==> src/common/rvr_pkg.sv <==
// package: register map, reset values, field layouts and protocol states
package rvr_pkg;
    // register indices
    localparam logic [7:0] IDX_VOLT_CODE  = 8'h00;
    localparam logic [7:0] IDX_LOAD_CUR   = 8'h03;
    localparam logic [7:0] IDX_CEILING    = 8'h04;
    localparam logic [7:0] IDX_PHASE_MODE = 8'h06;
    localparam logic [7:0] IDX_SLEW       = 8'h07;
    localparam logic [7:0] IDX_LOT_FIRST  = 8'h10;
    localparam logic [7:0] IDX_LOT_LAST   = 8'h13;
    localparam logic [7:0] IDX_FAULT      = 8'h14;
    // field positions
    localparam int CEIL_LOCK_BIT = 7;
    localparam int FLT_THERMAL   = 3;
    localparam int FLT_OVERVOLT  = 2;
    localparam int FLT_UNDERVOLT = 1;
    localparam int FLT_OVERCUR   = 0;
    // reset values and limits
    localparam logic [6:0] BOOT_CODE_RST  = 7'h37;
    localparam logic [6:0] VOLT_CODE_MIN  = 7'h19;
    localparam logic [6:0] CEILING_RST    = 7'h7f;
    localparam logic [1:0] PHASE_MODE_RST = 2'h0;
    localparam logic [1:0] PHASE_MODE_MAX = 2'h2;
    localparam logic [7:0] LOAD_CUR_RST   = 8'h00;
    localparam logic [3:0] FAULT_RST      = 4'h0;
    // bus address: fixed upper bits, strap supplies the rest
    localparam logic [3:0] DEV_ADDR_HI    = 4'h8;
    // strap decode in millivolts: zero band limit, then band pitch
    localparam int STRAP_ZERO_MV  = 300;
    localparam int STRAP_PITCH_MV = 200;
    localparam int STRAP_CODES    = 8;

    // phase and conduction modes
    localparam logic [1:0] MODE_MULTI_CONT  = 2'h0;
    localparam logic [1:0] MODE_SINGLE_CONT = 2'h1;
    localparam logic [1:0] MODE_SINGLE_DISC = 2'h2;

    typedef enum logic [3:0] {
        ST_IDLE, ST_ADDR, ST_ADDR_ACK, ST_IDX, ST_IDX_ACK,
        ST_WDATA, ST_WDATA_ACK, ST_RDATA, ST_RACK, ST_IGNORE
    } rvr_bus_state_t;

    // software-visible register bank
    typedef struct packed {
        logic [6:0] volt_code;
        logic       ceil_lock;
        logic [6:0] ceiling;
        logic [1:0] phase_mode;
        logic [7:0] slew_sel;
        logic [7:0] load_cur;
        logic [3:0] faults;
    } rvr_regs_t;

    // fault inputs as one group
    typedef struct packed {
        logic thermal;
        logic overvoltage_fault;
        logic undervoltage_fault;
        logic overcurrent;
    } rvr_fault_t;
endpackage : rvr_pkg

==> src/hdl/rvr_i2c_regs.sv <==
// regulator register bank behind a byte-oriented two-wire slave port
//
// Functional notes
// - Answers address 1000xxx; low three bits captured from strap at start-up.
// - Only single-byte read and single-byte write; extra bytes are not acknowledged.
// - Serial clock oversampled; works from 100 kHz up to 3.4 MHz.
// - Register port stays fully usable while converter enable is low.
// - Read: address+write, index, repeated start, address+read, one byte, master NAK.
// - Read aimed at a missing index gets its index byte not acknowledged.
// - Write aimed at a missing index gets index NAK and stores nothing.
// - Write with a forbidden value gets data NAK; register unchanged.
// - Voltage code at 00h, bits 6:0, boot value at power-up, kept on enable rise.
// - Voltage code write below 19h gets NAK, old code kept.
// - Load-current reading at 03h, read-only, 00h at power-up and enable rise.
// - Ceiling at 04h bits 6:0, 7Fh at power-up, kept across enable rises.
// - Ceiling bit 7 locks the register until a supply lockout event.
// - Phase mode at 06h bits 1:0; cleared at power-up and enable rise.
// - Slew at 07h one-hot 6..48 mV/us, strap at power-up, kept on enable rise.
// - Start-up ramp uses half of the selected slew rate.
// - Indices 10h..13h are fixed read-only lot code bytes.
// - Fault flags at 14h read-only, 00h at power-up: thermal, over, under, current.
// - Strap selects one of eight addresses; code 0 means address 40h.
// - Strap up to 0.30 V gives 0; 0.2 V bands centred 0.4..1.6 V give 1..7.
// - Reading FFh stands for full-scale load current.
`timescale 1ns/1ps
`default_nettype none

module rvr_i2c_regs #(
    parameter logic [6:0]  BOOT_CODE = rvr_pkg::BOOT_CODE_RST,
    parameter logic [31:0] LOT_CODE  = 32'h0000_0000  // arbitrary value
) (
    input  wire logic              clk_i,
    input  wire logic              rst_i,
    input  wire logic              scl_i,
    input  wire logic              sda_i,
    output logic                   sda_o,
    output logic                   sda_oe_o,
    input  wire logic              en_i,
    input  wire logic [10:0]       strap_mv_i,
    input  wire logic [2:0]        slew_strap_sel_i,
    input  wire logic              supply_lockout_event_i,
    input  wire logic              startup_ramp_i,
    input  wire logic [7:0]        load_current_reading_i,
    input  wire rvr_pkg::rvr_fault_t fault_i,
    output logic [6:0]             output_voltage_code_o,
    output logic [6:0]             voltage_code_ceiling_o,
    output logic                   ceiling_lock_o,
    output logic [1:0]             phase_mode_o,
    output logic [7:0]             slew_rate_select_o,
    output logic [4:0]             slew_step_3mv_o,
    output logic [6:0]             dev_addr_o
);

    typedef struct packed {
        logic                    scl_m;
        logic                    scl_s;
        logic                    scl_p;
        logic                    sda_m;
        logic                    sda_s;
        logic                    sda_p;
        logic                    en_m;
        logic                    en_s;
        logic                    en_p;
        rvr_pkg::rvr_bus_state_t st;
        logic [3:0]              bit_cnt;
        logic [7:0]              shreg;
        logic                    rd;
        logic [7:0]              idx;
        logic                    sda_oe;
        logic                    strap_done;
        logic [2:0]              addr_lo;
        rvr_pkg::rvr_regs_t      regs;
        logic [4:0]              slew_step;
    } rvr_state_t;

    rvr_state_t s_r;
    rvr_state_t s_nxt;

    // strap millivolts to low address bits
    function automatic logic [2:0] strap_decode(input logic [10:0] mv);
        logic [2:0] code;
        code = 3'h0;
        for (int i = 1; i < rvr_pkg::STRAP_CODES; i++) begin
            if (int'(mv) > rvr_pkg::STRAP_ZERO_MV + rvr_pkg::STRAP_PITCH_MV * (i - 1)) begin
                code = 3'(i);
            end
        end
        return code;
    endfunction : strap_decode

    // index exists in the map
    function automatic logic idx_valid(input logic [7:0] idx);
        return (idx == rvr_pkg::IDX_VOLT_CODE) || (idx == rvr_pkg::IDX_LOAD_CUR) ||
               (idx == rvr_pkg::IDX_CEILING) || (idx == rvr_pkg::IDX_PHASE_MODE) ||
               (idx == rvr_pkg::IDX_SLEW) || (idx == rvr_pkg::IDX_FAULT) ||
               ((idx >= rvr_pkg::IDX_LOT_FIRST) && (idx <= rvr_pkg::IDX_LOT_LAST));
    endfunction : idx_valid

    // write data acceptable for the addressed register
    function automatic logic wr_allowed(input logic [7:0] idx, input logic [7:0] d,
                                        input rvr_pkg::rvr_regs_t r);
        logic ok;
        ok = 1'b0;
        if (idx == rvr_pkg::IDX_VOLT_CODE) begin
            ok = (d[6:0] >= rvr_pkg::VOLT_CODE_MIN);
        end else if (idx == rvr_pkg::IDX_CEILING) begin
            ok = !r.ceil_lock;
        end else if (idx == rvr_pkg::IDX_PHASE_MODE) begin
            ok = (d <= {6'h00, rvr_pkg::PHASE_MODE_MAX});
        end else if (idx == rvr_pkg::IDX_SLEW) begin
            ok = (d != 8'h00) && ((d & (d - 8'h01)) == 8'h00);
        end
        return ok; // read-only registers refuse data
    endfunction : wr_allowed

    // read data for an index
    function automatic logic [7:0] rd_mux(input logic [7:0] idx, input rvr_pkg::rvr_regs_t r);
        logic [7:0] d;
        d = 8'h00;
        if (idx == rvr_pkg::IDX_VOLT_CODE) begin
            d = {1'b0, r.volt_code};
        end else if (idx == rvr_pkg::IDX_LOAD_CUR) begin
            d = r.load_cur;
        end else if (idx == rvr_pkg::IDX_CEILING) begin
            d = {r.ceil_lock, r.ceiling};
        end else if (idx == rvr_pkg::IDX_PHASE_MODE) begin
            d = {6'h00, r.phase_mode};
        end else if (idx == rvr_pkg::IDX_SLEW) begin
            d = r.slew_sel;
        end else if ((idx >= rvr_pkg::IDX_LOT_FIRST) && (idx <= rvr_pkg::IDX_LOT_LAST)) begin
            d = LOT_CODE[8 * (idx - rvr_pkg::IDX_LOT_FIRST) +: 8];
        end else if (idx == rvr_pkg::IDX_FAULT) begin
            d = {4'h0, r.faults};
        end
        return d;
    endfunction : rd_mux

    // one-hot slew select to rate index plus one, in 6 mV/us units
    function automatic logic [4:0] slew_units(input logic [7:0] sel);
        logic [4:0] u;
        u = 5'h00;
        for (int i = 0; i < 8; i++) begin
            if (sel[i]) begin
                u = 5'(i + 1);
            end
        end
        return u;
    endfunction : slew_units

    // next-state logic: sync, bus protocol, register bank
    always_comb begin
        logic scl_rise;
        logic scl_fall;
        logic start_c;
        logic stop_c;
        logic [7:0] rx;
        s_nxt    = s_r;
        scl_rise = s_r.scl_s && !s_r.scl_p;
        scl_fall = !s_r.scl_s && s_r.scl_p;
        start_c  = s_r.scl_s && s_r.scl_p && s_r.sda_p && !s_r.sda_s;
        stop_c   = s_r.scl_s && s_r.scl_p && !s_r.sda_p && s_r.sda_s;
        rx       = {s_r.shreg[6:0], s_r.sda_s};

        // two-stage synchronisers, then edge history
        s_nxt.scl_m = scl_i;
        s_nxt.scl_s = s_r.scl_m;
        s_nxt.scl_p = s_r.scl_s;
        s_nxt.sda_m = sda_i;
        s_nxt.sda_s = s_r.sda_m;
        s_nxt.sda_p = s_r.sda_s;
        s_nxt.en_m  = en_i;
        s_nxt.en_s  = s_r.en_m;
        s_nxt.en_p  = s_r.en_s;

        // strap capture once after reset release
        if (!s_r.strap_done) begin
            s_nxt.strap_done    = 1'b1;
            s_nxt.addr_lo       = strap_decode(strap_mv_i);
            s_nxt.regs.slew_sel = 8'h01 << slew_strap_sel_i;
        end

        // byte protocol, independent of enable
        case (s_r.st)
            rvr_pkg::ST_ADDR, rvr_pkg::ST_IDX, rvr_pkg::ST_WDATA: begin
                if (scl_rise) begin
                    s_nxt.shreg   = rx;
                    s_nxt.bit_cnt = s_r.bit_cnt + 4'h1;
                end else if (scl_fall && (s_r.bit_cnt == 4'h8)) begin
                    s_nxt.bit_cnt = 4'h0;
                    if (s_r.st == rvr_pkg::ST_ADDR) begin
                        if (s_r.shreg[7:1] == {rvr_pkg::DEV_ADDR_HI, s_r.addr_lo}) begin
                            s_nxt.rd     = s_r.shreg[0];
                            s_nxt.sda_oe = 1'b1;
                            s_nxt.st     = rvr_pkg::ST_ADDR_ACK;
                        end else begin
                            s_nxt.st = rvr_pkg::ST_IDLE;
                        end
                    end else if (s_r.st == rvr_pkg::ST_IDX) begin
                        s_nxt.idx = s_r.shreg;
                        if (idx_valid(s_r.shreg)) begin
                            s_nxt.sda_oe = 1'b1;
                            s_nxt.st     = rvr_pkg::ST_IDX_ACK;
                        end else begin
                            s_nxt.st = rvr_pkg::ST_IGNORE;
                        end
                    end else if (wr_allowed(s_r.idx, s_r.shreg, s_r.regs)) begin
                        s_nxt.sda_oe = 1'b1;
                        s_nxt.st     = rvr_pkg::ST_WDATA_ACK;
                        if (s_r.idx == rvr_pkg::IDX_VOLT_CODE) begin
                            s_nxt.regs.volt_code = s_r.shreg[6:0];
                        end else if (s_r.idx == rvr_pkg::IDX_CEILING) begin
                            s_nxt.regs.ceil_lock = s_r.shreg[rvr_pkg::CEIL_LOCK_BIT];
                            s_nxt.regs.ceiling   = s_r.shreg[6:0];
                        end else if (s_r.idx == rvr_pkg::IDX_PHASE_MODE) begin
                            s_nxt.regs.phase_mode = s_r.shreg[1:0];
                        end else begin
                            s_nxt.regs.slew_sel = s_r.shreg;
                        end
                    end else begin
                        s_nxt.st = rvr_pkg::ST_IGNORE;
                    end
                end
            end
            rvr_pkg::ST_ADDR_ACK: begin
                if (scl_fall) begin
                    if (s_r.rd) begin
                        s_nxt.shreg  = rd_mux(s_r.idx, s_r.regs);
                        s_nxt.sda_oe = !s_nxt.shreg[7]; // msb first, pull low for a zero
                        s_nxt.st     = rvr_pkg::ST_RDATA;
                    end else begin
                        s_nxt.sda_oe = 1'b0;
                        s_nxt.st     = rvr_pkg::ST_IDX;
                    end
                end
            end
            rvr_pkg::ST_IDX_ACK: begin
                if (scl_fall) begin
                    s_nxt.sda_oe = 1'b0;
                    s_nxt.st     = rvr_pkg::ST_WDATA; // data byte or repeated start
                end
            end
            rvr_pkg::ST_WDATA_ACK: begin
                if (scl_fall) begin
                    s_nxt.sda_oe = 1'b0;
                    s_nxt.st     = rvr_pkg::ST_IGNORE;
                end
            end
            rvr_pkg::ST_RDATA: begin
                if (scl_fall) begin
                    s_nxt.shreg   = {s_r.shreg[6:0], 1'b0};
                    s_nxt.bit_cnt = s_r.bit_cnt + 4'h1;
                    if (s_r.bit_cnt == 4'h7) begin
                        s_nxt.bit_cnt = 4'h0;
                        s_nxt.sda_oe  = 1'b0; // release for master NAK
                        s_nxt.st      = rvr_pkg::ST_RACK;
                    end else begin
                        s_nxt.sda_oe = !s_r.shreg[6]; // open drain: drive only zeros
                    end
                end
            end
            rvr_pkg::ST_RACK: begin
                if (scl_rise) begin
                    s_nxt.st = rvr_pkg::ST_IGNORE; // one byte only
                end
            end
            default: begin
                s_nxt.st = s_r.st; // idle or ignoring until start/stop
            end
        endcase

        // start and stop override any byte state
        if (start_c) begin
            s_nxt.st      = rvr_pkg::ST_ADDR;
            s_nxt.bit_cnt = 4'h0;
            s_nxt.sda_oe  = 1'b0;
        end else if (stop_c) begin
            s_nxt.st      = rvr_pkg::ST_IDLE;
            s_nxt.sda_oe  = 1'b0;
        end

        // load current follows the monitor while enabled, fault flags follow at all times
        if (s_r.en_s) begin
            s_nxt.regs.load_cur = load_current_reading_i;
        end
        s_nxt.regs.faults = fault_i;

        // enable rise clears mode and load current, keeps code, ceiling, slew
        if (s_r.en_s && !s_r.en_p) begin
            s_nxt.regs.phase_mode = rvr_pkg::PHASE_MODE_RST;
            s_nxt.regs.load_cur   = rvr_pkg::LOAD_CUR_RST;
        end

        // supply lockout releases the ceiling lock
        if (supply_lockout_event_i) begin
            s_nxt.regs.ceil_lock = 1'b0;
        end

        // ramp rate: half rate during start-up, units of 3 mV/us
        if (startup_ramp_i) begin
            s_nxt.slew_step = slew_units(s_r.regs.slew_sel);
        end else begin
            s_nxt.slew_step = 5'(slew_units(s_r.regs.slew_sel) << 1);
        end
    end

    // state register with power-up values
    always_ff @(posedge clk_i) begin
        if (rst_i) begin
            s_r                 <= '0;
            s_r.scl_m           <= 1'b1;
            s_r.scl_s           <= 1'b1;
            s_r.scl_p           <= 1'b1;
            s_r.sda_m           <= 1'b1;
            s_r.sda_s           <= 1'b1;
            s_r.sda_p           <= 1'b1;
            s_r.st              <= rvr_pkg::ST_IDLE;
            s_r.regs.volt_code  <= BOOT_CODE;
            s_r.regs.ceiling    <= rvr_pkg::CEILING_RST;
            s_r.regs.phase_mode <= rvr_pkg::PHASE_MODE_RST;
            s_r.regs.load_cur   <= rvr_pkg::LOAD_CUR_RST;
            s_r.regs.faults     <= rvr_pkg::FAULT_RST;
            s_r.regs.slew_sel   <= 8'h01;
        end else begin
            s_r <= s_nxt;
        end
    end

    // outputs straight from the state register; sda_o is tied low
    assign sda_o                  = 1'b0;
    assign sda_oe_o               = s_r.sda_oe;
    assign output_voltage_code_o  = s_r.regs.volt_code;
    assign voltage_code_ceiling_o = s_r.regs.ceiling;
    assign ceiling_lock_o         = s_r.regs.ceil_lock;
    assign phase_mode_o           = s_r.regs.phase_mode;
    assign slew_rate_select_o     = s_r.regs.slew_sel;
    assign slew_step_3mv_o        = s_r.slew_step;
    assign dev_addr_o             = {rvr_pkg::DEV_ADDR_HI, s_r.addr_lo};

endmodule : rvr_i2c_regs

`default_nettype wire

==> config.mk <==
export PLATFORM = sky130hd
export DESIGN_NAME = rvr_i2c_regs
export DESIGN_NICKNAME = d
export VERILOG_FILES = /design/src/common/rvr_pkg.sv /design/src/hdl/rvr_i2c_regs.sv
export SDC_FILE = /design/constraint.sdc
export NUM_CORES = 1
export LEC_CHECK = 0
export ABC_CLOCK_PERIOD_IN_PS = 2300
export BUFFER_PORTS_ARGS = -buffer_cell sky130_fd_sc_hd__buf_2
export CAP_MARGIN = 5
export CORE_AREA = 2 2 97 99
export CTS_CLUSTER_DIAMETER = 50
export CTS_CLUSTER_SIZE = 16
export DETAILED_ROUTE_END_ITERATION = 12
export DIE_AREA = 0 0 99 101
export PLACE_DENSITY = 0.76
export SLEW_MARGIN = 15
export SYNTH_ARGS = -nofsm -noshare
export SYNTH_HDL_FRONTEND = slang
export SYNTH_SLANG_ARGS = --single-unit
==> constraint.sdc <==
create_clock -name clk_i -period 2.3 [get_ports clk_i]
set_input_delay 0.345 -clock clk_i [delete_from_list [all_inputs] [get_ports clk_i]]
set_output_delay 0.345 -clock clk_i [all_outputs]
set_load 0.1 [all_outputs]
### Word-level counts from Yosys, hierarchy flattened

Index checks and enable logic that the tools add are counted.

* output and inout port bits: 39
* input port bits: 33
* word-level logic and storage cells: 229
* flip-flop bits (word level): 81

* bitwise operators: 7
* equal/unequal tests: 44
* order comparisons: 13
* add/subtract/negate cells: 3
* shifts and indexed selects: 2
* multiplexer cells: 81
* reductions and logical operators: 52

Operator list (number)
* 2-to-1 mux 8 bit: 24
* equality test 8 x 3 -> 1 bit (second input constant): 6
* 2-to-1 mux 4 bit: 11
* 2-to-1 mux 5 bit: 8
* != test 4 bit (second input constant): 9
* AND reduction 9 bit: 4
* > comparator 11 bit (second input constant): 3
* indexed part select 32 x 33 -> 8 bit (first input constant): 1
* 2-to-1 mux 1 bit: 25
* zero test 8 bit: 3
* case mux 4 bit (6 select lines): 1
* case mux 8 bit (3 select lines): 1
* > comparator 11 x 10 -> 1 bit (second input constant): 2
* > comparator 11 x 9 -> 1 bit (second input constant): 2
* 2-to-1 mux 3 bit: 7
* equality test 4 x 3 -> 1 bit (second input constant): 5
* != test 2 bit (second input constant): 10
* equality test 8 x 2 -> 1 bit (second input constant): 2
* equality test 8 x 5 -> 1 bit (second input constant): 2
* greater-or-equal comparator 8 x 5 -> 1 bit (second input constant): 2
* <= comparator 8 x 5 -> 1 bit (second input constant): 2
* 2-to-1 mux 16 bit: 1
* nonzero test 8 bit: 2
* AND reduction 5 bit: 3
* 30 further kinds: 66

### Longest topological paths before layout

* depth in word-level cells: 21
* gate-level depth with buffers: 8
* depth with buffers taken out: 8

### Worst setup path before layout

Ideal clock, no wire load.

* path type: register -> register
* from: register s_r[58] (netlist bit)
* to: register s_r (netlist bit voltage_code_ceiling_o[0])
* clock period less this slack: 2.505 ns
* cell stages (with the launch flop): 8
* buffers on the path: 1
* path slack: -0.205 ns
* data arrival time: 2.376 ns
* data required time: 2.171 ns
* library setup time: 0.129 ns
* cell sequence: dfxtp_1 buf_6 or4_4 or3_4 a2111oi_4 o2111ai_4 mux2i_1 nand2_1

* cells in the longest elaborated chain, start to end: 14
* elaborated cells between the ends (all ways): 17
* those cells by class: 1 x add/sub; 2 x order compare; 9 x mux; 1 x bitwise; 4 x reduce/logical

RTL lines
* start: declaration: line rvr_i2c_regs.sv:76 `rvr_state_t s_r;`
* start signal: assignment: line rvr_i2c_regs.sv:324 `s_r <= s_nxt;`
* subtractor 8 x 1 -> 8 bit: line rvr_i2c_regs.sv:111 `ok = (d != 8'h00) && ((d & (d - 8'h01)) == 8'h00);`
* bitwise AND 8 bit: line rvr_i2c_regs.sv:111
* zero test 8 bit: line rvr_i2c_regs.sv:111
* logical AND 1 bit: line rvr_i2c_regs.sv:111
* 2-to-1 mux 1 bit: line rvr_i2c_regs.sv:110 `end else if (idx == rvr_pkg::IDX_SLEW) begin`
* 2-to-1 mux 1 bit: line rvr_i2c_regs.sv:108 `end else if (idx == rvr_pkg::IDX_PHASE_MODE) begin`
* 2-to-1 mux 1 bit: line rvr_i2c_regs.sv:106 `end else if (idx == rvr_pkg::IDX_CEILING) begin`
* 2-to-1 mux 1 bit *: line rvr_i2c_regs.sv:104 `if (idx == rvr_pkg::IDX_VOLT_CODE) begin`
* 2-to-1 mux 1 bit *: line rvr_i2c_regs.sv:198 `end else if (s_r.st == rvr_pkg::ST_IDX) begin`
* 2-to-1 mux 1 bit *: line rvr_i2c_regs.sv:190 `if (s_r.st == rvr_pkg::ST_ADDR) begin`
* 2-to-1 mux 1 bit *: line rvr_i2c_regs.sv:188 `end else if (scl_fall && (s_r.bit_cnt == 4'h8)) begin`
* 2-to-1 mux 1 bit *: line rvr_i2c_regs.sv:185 `if (scl_rise) begin`
* 2-to-1 mux 1 bit *: line rvr_i2c_regs.sv:183 `case (s_r.st)`
* AND reduction 8 bit (no source line) *

Mark *: on every way between the ends. The rest lies on a longest branch, timed or not. The select of a mux whose other input is x is not followed.
A chain may end at the register's enable or synchronous reset.

### Worst setup path in the final report

* from: register s_r[58] (netlist bit)
* to: register s_r (netlist bit voltage_code_ceiling_o[4])

Same word-level chain as after synthesis.

==> run metrics <==
result of the run=finished, final reports clean; worst reg-to-reg path cell count=7; Starting DRT DRC Count=382; wire length of the first global-routing pass=18990 um; post-synthesis sequential area ratio=35.40%; Async SR Flop Fraction=0%; Worst Setup End Kind=flop; Yosys warning count=0; crit-path max cell delay=0.53 ns; Clock power frac=37.7%; synth top area cells=dfxtp_1 35%, mux2i_1 8.3%, nor2_1 6.4%, buf_4 6.1%, a21oi_1 3.0%; DP Area=4897 sq um; Yosys top cell area share=35.40%; count of flip-flops with a built-in enable after synthesis=0; Max Fanout on Critical Path=6; design area=5211 sq um; final max-slew violation count=0; P per Cell Area=563.5 nW/um^2; pin count of the biggest net entering global routing=25; Diodes inserted=0; CTS tree=yes; drt via density=6.066; Synth Register Bits=81; Layout Nets=628; Critical Path Source Type=flop; drt pass-1 iters=5; CTS buffer count=9; Hold Vio Cnt, Final=0; Slew headroom=51.09%; final wirelength=12040 um; final worst-path cycle share=99.52%; switching share of power=28.97%; clock root cell=clkbuf_8; Remaining Overflow, GRT=0; row count=35; Top FF cell, synth=dfxtp_1; initial antenna violation count=0; Worst-Skew Late Latency=0.36 ns; Max-Cap Viols=0; Clock Sinks=81; Worst path slowest cell=or4_4; routed wire length per instance=16.97 um; P&R area growth vs syn=13.77%; final worst-path setup slack=0.01098 ns; Max VDD drop=405.8 uV; die area=9999 sq um; Synth cell types=74; Comb pwr share=12.5%; placed cells=690; fraction of layout cells with a size suffix above 1=26.09%; H-tree depth=3; PortBufs=66; Internal=2.086 mW; Die W=99 um; Yosys top cell by area=dfxtp_1; worst hold stages=2; Leakage Power=2.199 nW; Setup WS pre-CTS=-0.02485 ns; WS Path Type=flop to flop; IO Pins=72; class of the worst hold path=primary input to flop; critical path arrival=2.54 ns; synthesized netlist cell count=544; CP top delay family=simple AND/OR/NAND/NOR gates; antenna viol nets, final=0; Worst-path clk slew=0.09 ns; worst path cell trace=or4_4, or3_4, a2111oi_4, buf_6, o2111ai_2, mux2i_1, nand2_1; worst slew pin tran=0.7288 ns; Clock Skew=0.009951 ns; clk buf depth=2; Max Clock Freq=0.4369 GHz; # setup viols final=0; WP buf/inv=1; Core Util, Final=58.05%; Overall Global Routing Usage=23.58%; Min Hold Slack=0.1670 ns; GPL Wtd Cong=0.9155; CORE AREA=8977 sq um; Layout Cells excl Fill=709; Post-Syn Area=4581 sq um; NetSw=0.8508 mW; WP depth=7; RSZ-0062 raised after global routing=yes; vias in the first global route=3783; Syn Area/Cell=8.420 sq um; Die Ht=101 um; DRC violations left=0; worst path required time=2.55 ns; starting density of the core=51.02%; Reg power frac=49.8%; HPWL Detailed=8562 um; crit path time final=2.289 ns; vias=4301
timing repair:
item	CTS	global route
hold buffers	0	0
buffers inserted	1	0
resized for setup	1	14
endpoints found under the setup margin	12	22
pin swaps	1	3
gates cloned	0	2
Yosys cell counts (6+ instances only):
master / number
inv_1: 15
nor3_1: 8
a311oi_1: 6
or2_2: 8
nand4_1: 6
nand2_1: 33
buf_4: 37
clkbuf_1: 23
mux2i_1: 38
o21ai_0: 19
nor2b_1: 9
nor4_1: 8
nand2b_1: 6
o211ai_1: 12
and3_1: 8
nand3_1: 6
nor2_1: 78
a22oi_1: 12
a211oi_2: 7
a21oi_1: 27
dfxtp_1: 81
worst paths after layout:
| check | startpoint | endpoint | slack (ns) |
|---|---|---|---|
| worst max-delay path | s_r[58] | voltage_code_ceiling_o[4] | 0.01 |
| worst min-delay path | scl_i | s_nxt[79] | 0.17 |
| worst max register to register | s_r[58] | voltage_code_ceiling_o[4] | 0.01 |
| worst min register to register | s_nxt[76] | s_nxt[75] | 0.41 |
power groups by stage:
stage          logic, mW  registers, mW  clock network, mW
6_report           0.366           1.46               1.11
5_1_grt            0.392           1.47               1.20
4_1_cts            0.360           1.46               1.12
3_5_place_dp       0.359           1.50                  0
3_3_place_gp       0.353           1.49                  0
2_1_floorplan      0.300           1.48                  0
worst register-to-register path, cell delays in order, from the launching register on:
cell and delay (ns):
dfxtp_1 0.32, or4_4 0.53, or3_4 0.35, a2111oi_4 0.31
buf_6 0.19, o2111ai_2 0.22, mux2i_1 0.21, nand2_1 0.06
final cells by class:
cell class	instances	area, sq um
clock buffer	10	137.6
multi-input combinational	384	2581
inverter	16	60.06
tap	111	138.9
fill	779	3766
sequential	81	1622
timing repair buffer	101	596.8
clock inverter	6	75.07
kinds of logic (layout without fill, tap and decap cells):
logic type	after synthesis	count (layout)	synth area share, %
AND/OR/NAND/NOR	188	189	19.75
AO/OA/AOI/OAI	144	145	24.09
buffers and inverters	84	133	10.79
flip-flops	81	81	35.40
multiplexers	38	38	8.304
XOR/XNOR	5	5	0.9562
adder cells (fa/ha/maj)	2	2	0.5462
other	2	5	0.1640
metrics by stage:
step / setup TNS, ns / total power [mW]
6_report: 0 / 2.937
3_3_place_gp: 0 / 1.848
4_1_cts: -0.008659 / 2.941
2_1_floorplan: -1.238 / 1.780
5_1_grt: -1.024 / 3.056
3_5_place_dp: -0.1504 / 1.855
routing by layer:
layer / track usage, % / vias up / wire (um)
li1: - / 2035 / -
met1: 33.23 / 2012 / 5443
met2: 37.16 / 234 / 5368
met3: 3.745 / 20 / 1034
met4: 7.271 / 0 / 189
met5: 0 / - / 0
state kept, by name, indices dropped and copies added (netlist names):
signal / flops
s_r: 41
phase_mode_o: 2
slew_step_3mv_o: 5
dev_addr_o: 3
slew_rate_select_o: 8
s_nxt: 6
ceiling_lock_o: 1
voltage_code_ceiling_o: 7
sda_oe_o: 1
output_voltage_code_o: 7
placed cells by master, fill, tap and decap left out, drive strengths merged, types with 5 or more instances in the layout:
| cell | synthesis | routed |
|---|---|---|
| buf | 44 | 101 |
| dfxtp | 81 | 81 |
| nor2 | 78 | 78 |
| mux2i | 38 | 38 |
| nand2 | 34 | 35 |
| a21oi | 27 | 27 |
| o21ai | 22 | 22 |
| inv | 15 | 17 |
| a22oi | 12 | 12 |
| o211ai | 12 | 12 |
| clkbuf | 24 | 10 |
| a211oi | 10 | 10 |
| nor2b | 9 | 9 |
| or2 | 8 | 8 |
| nor3 | 8 | 8 |
| and3 | 8 | 8 |
| nor4 | 8 | 8 |
| nand2b | 6 | 6 |
| nand3 | 6 | 6 |
| nand4 | 6 | 6 |
| a311oi | 6 | 6 |
| nand3b | 5 | 5 |
| o22ai | 5 | 5 |
| conb | 2 | 5 |
(Power assumes the default switching activity.)
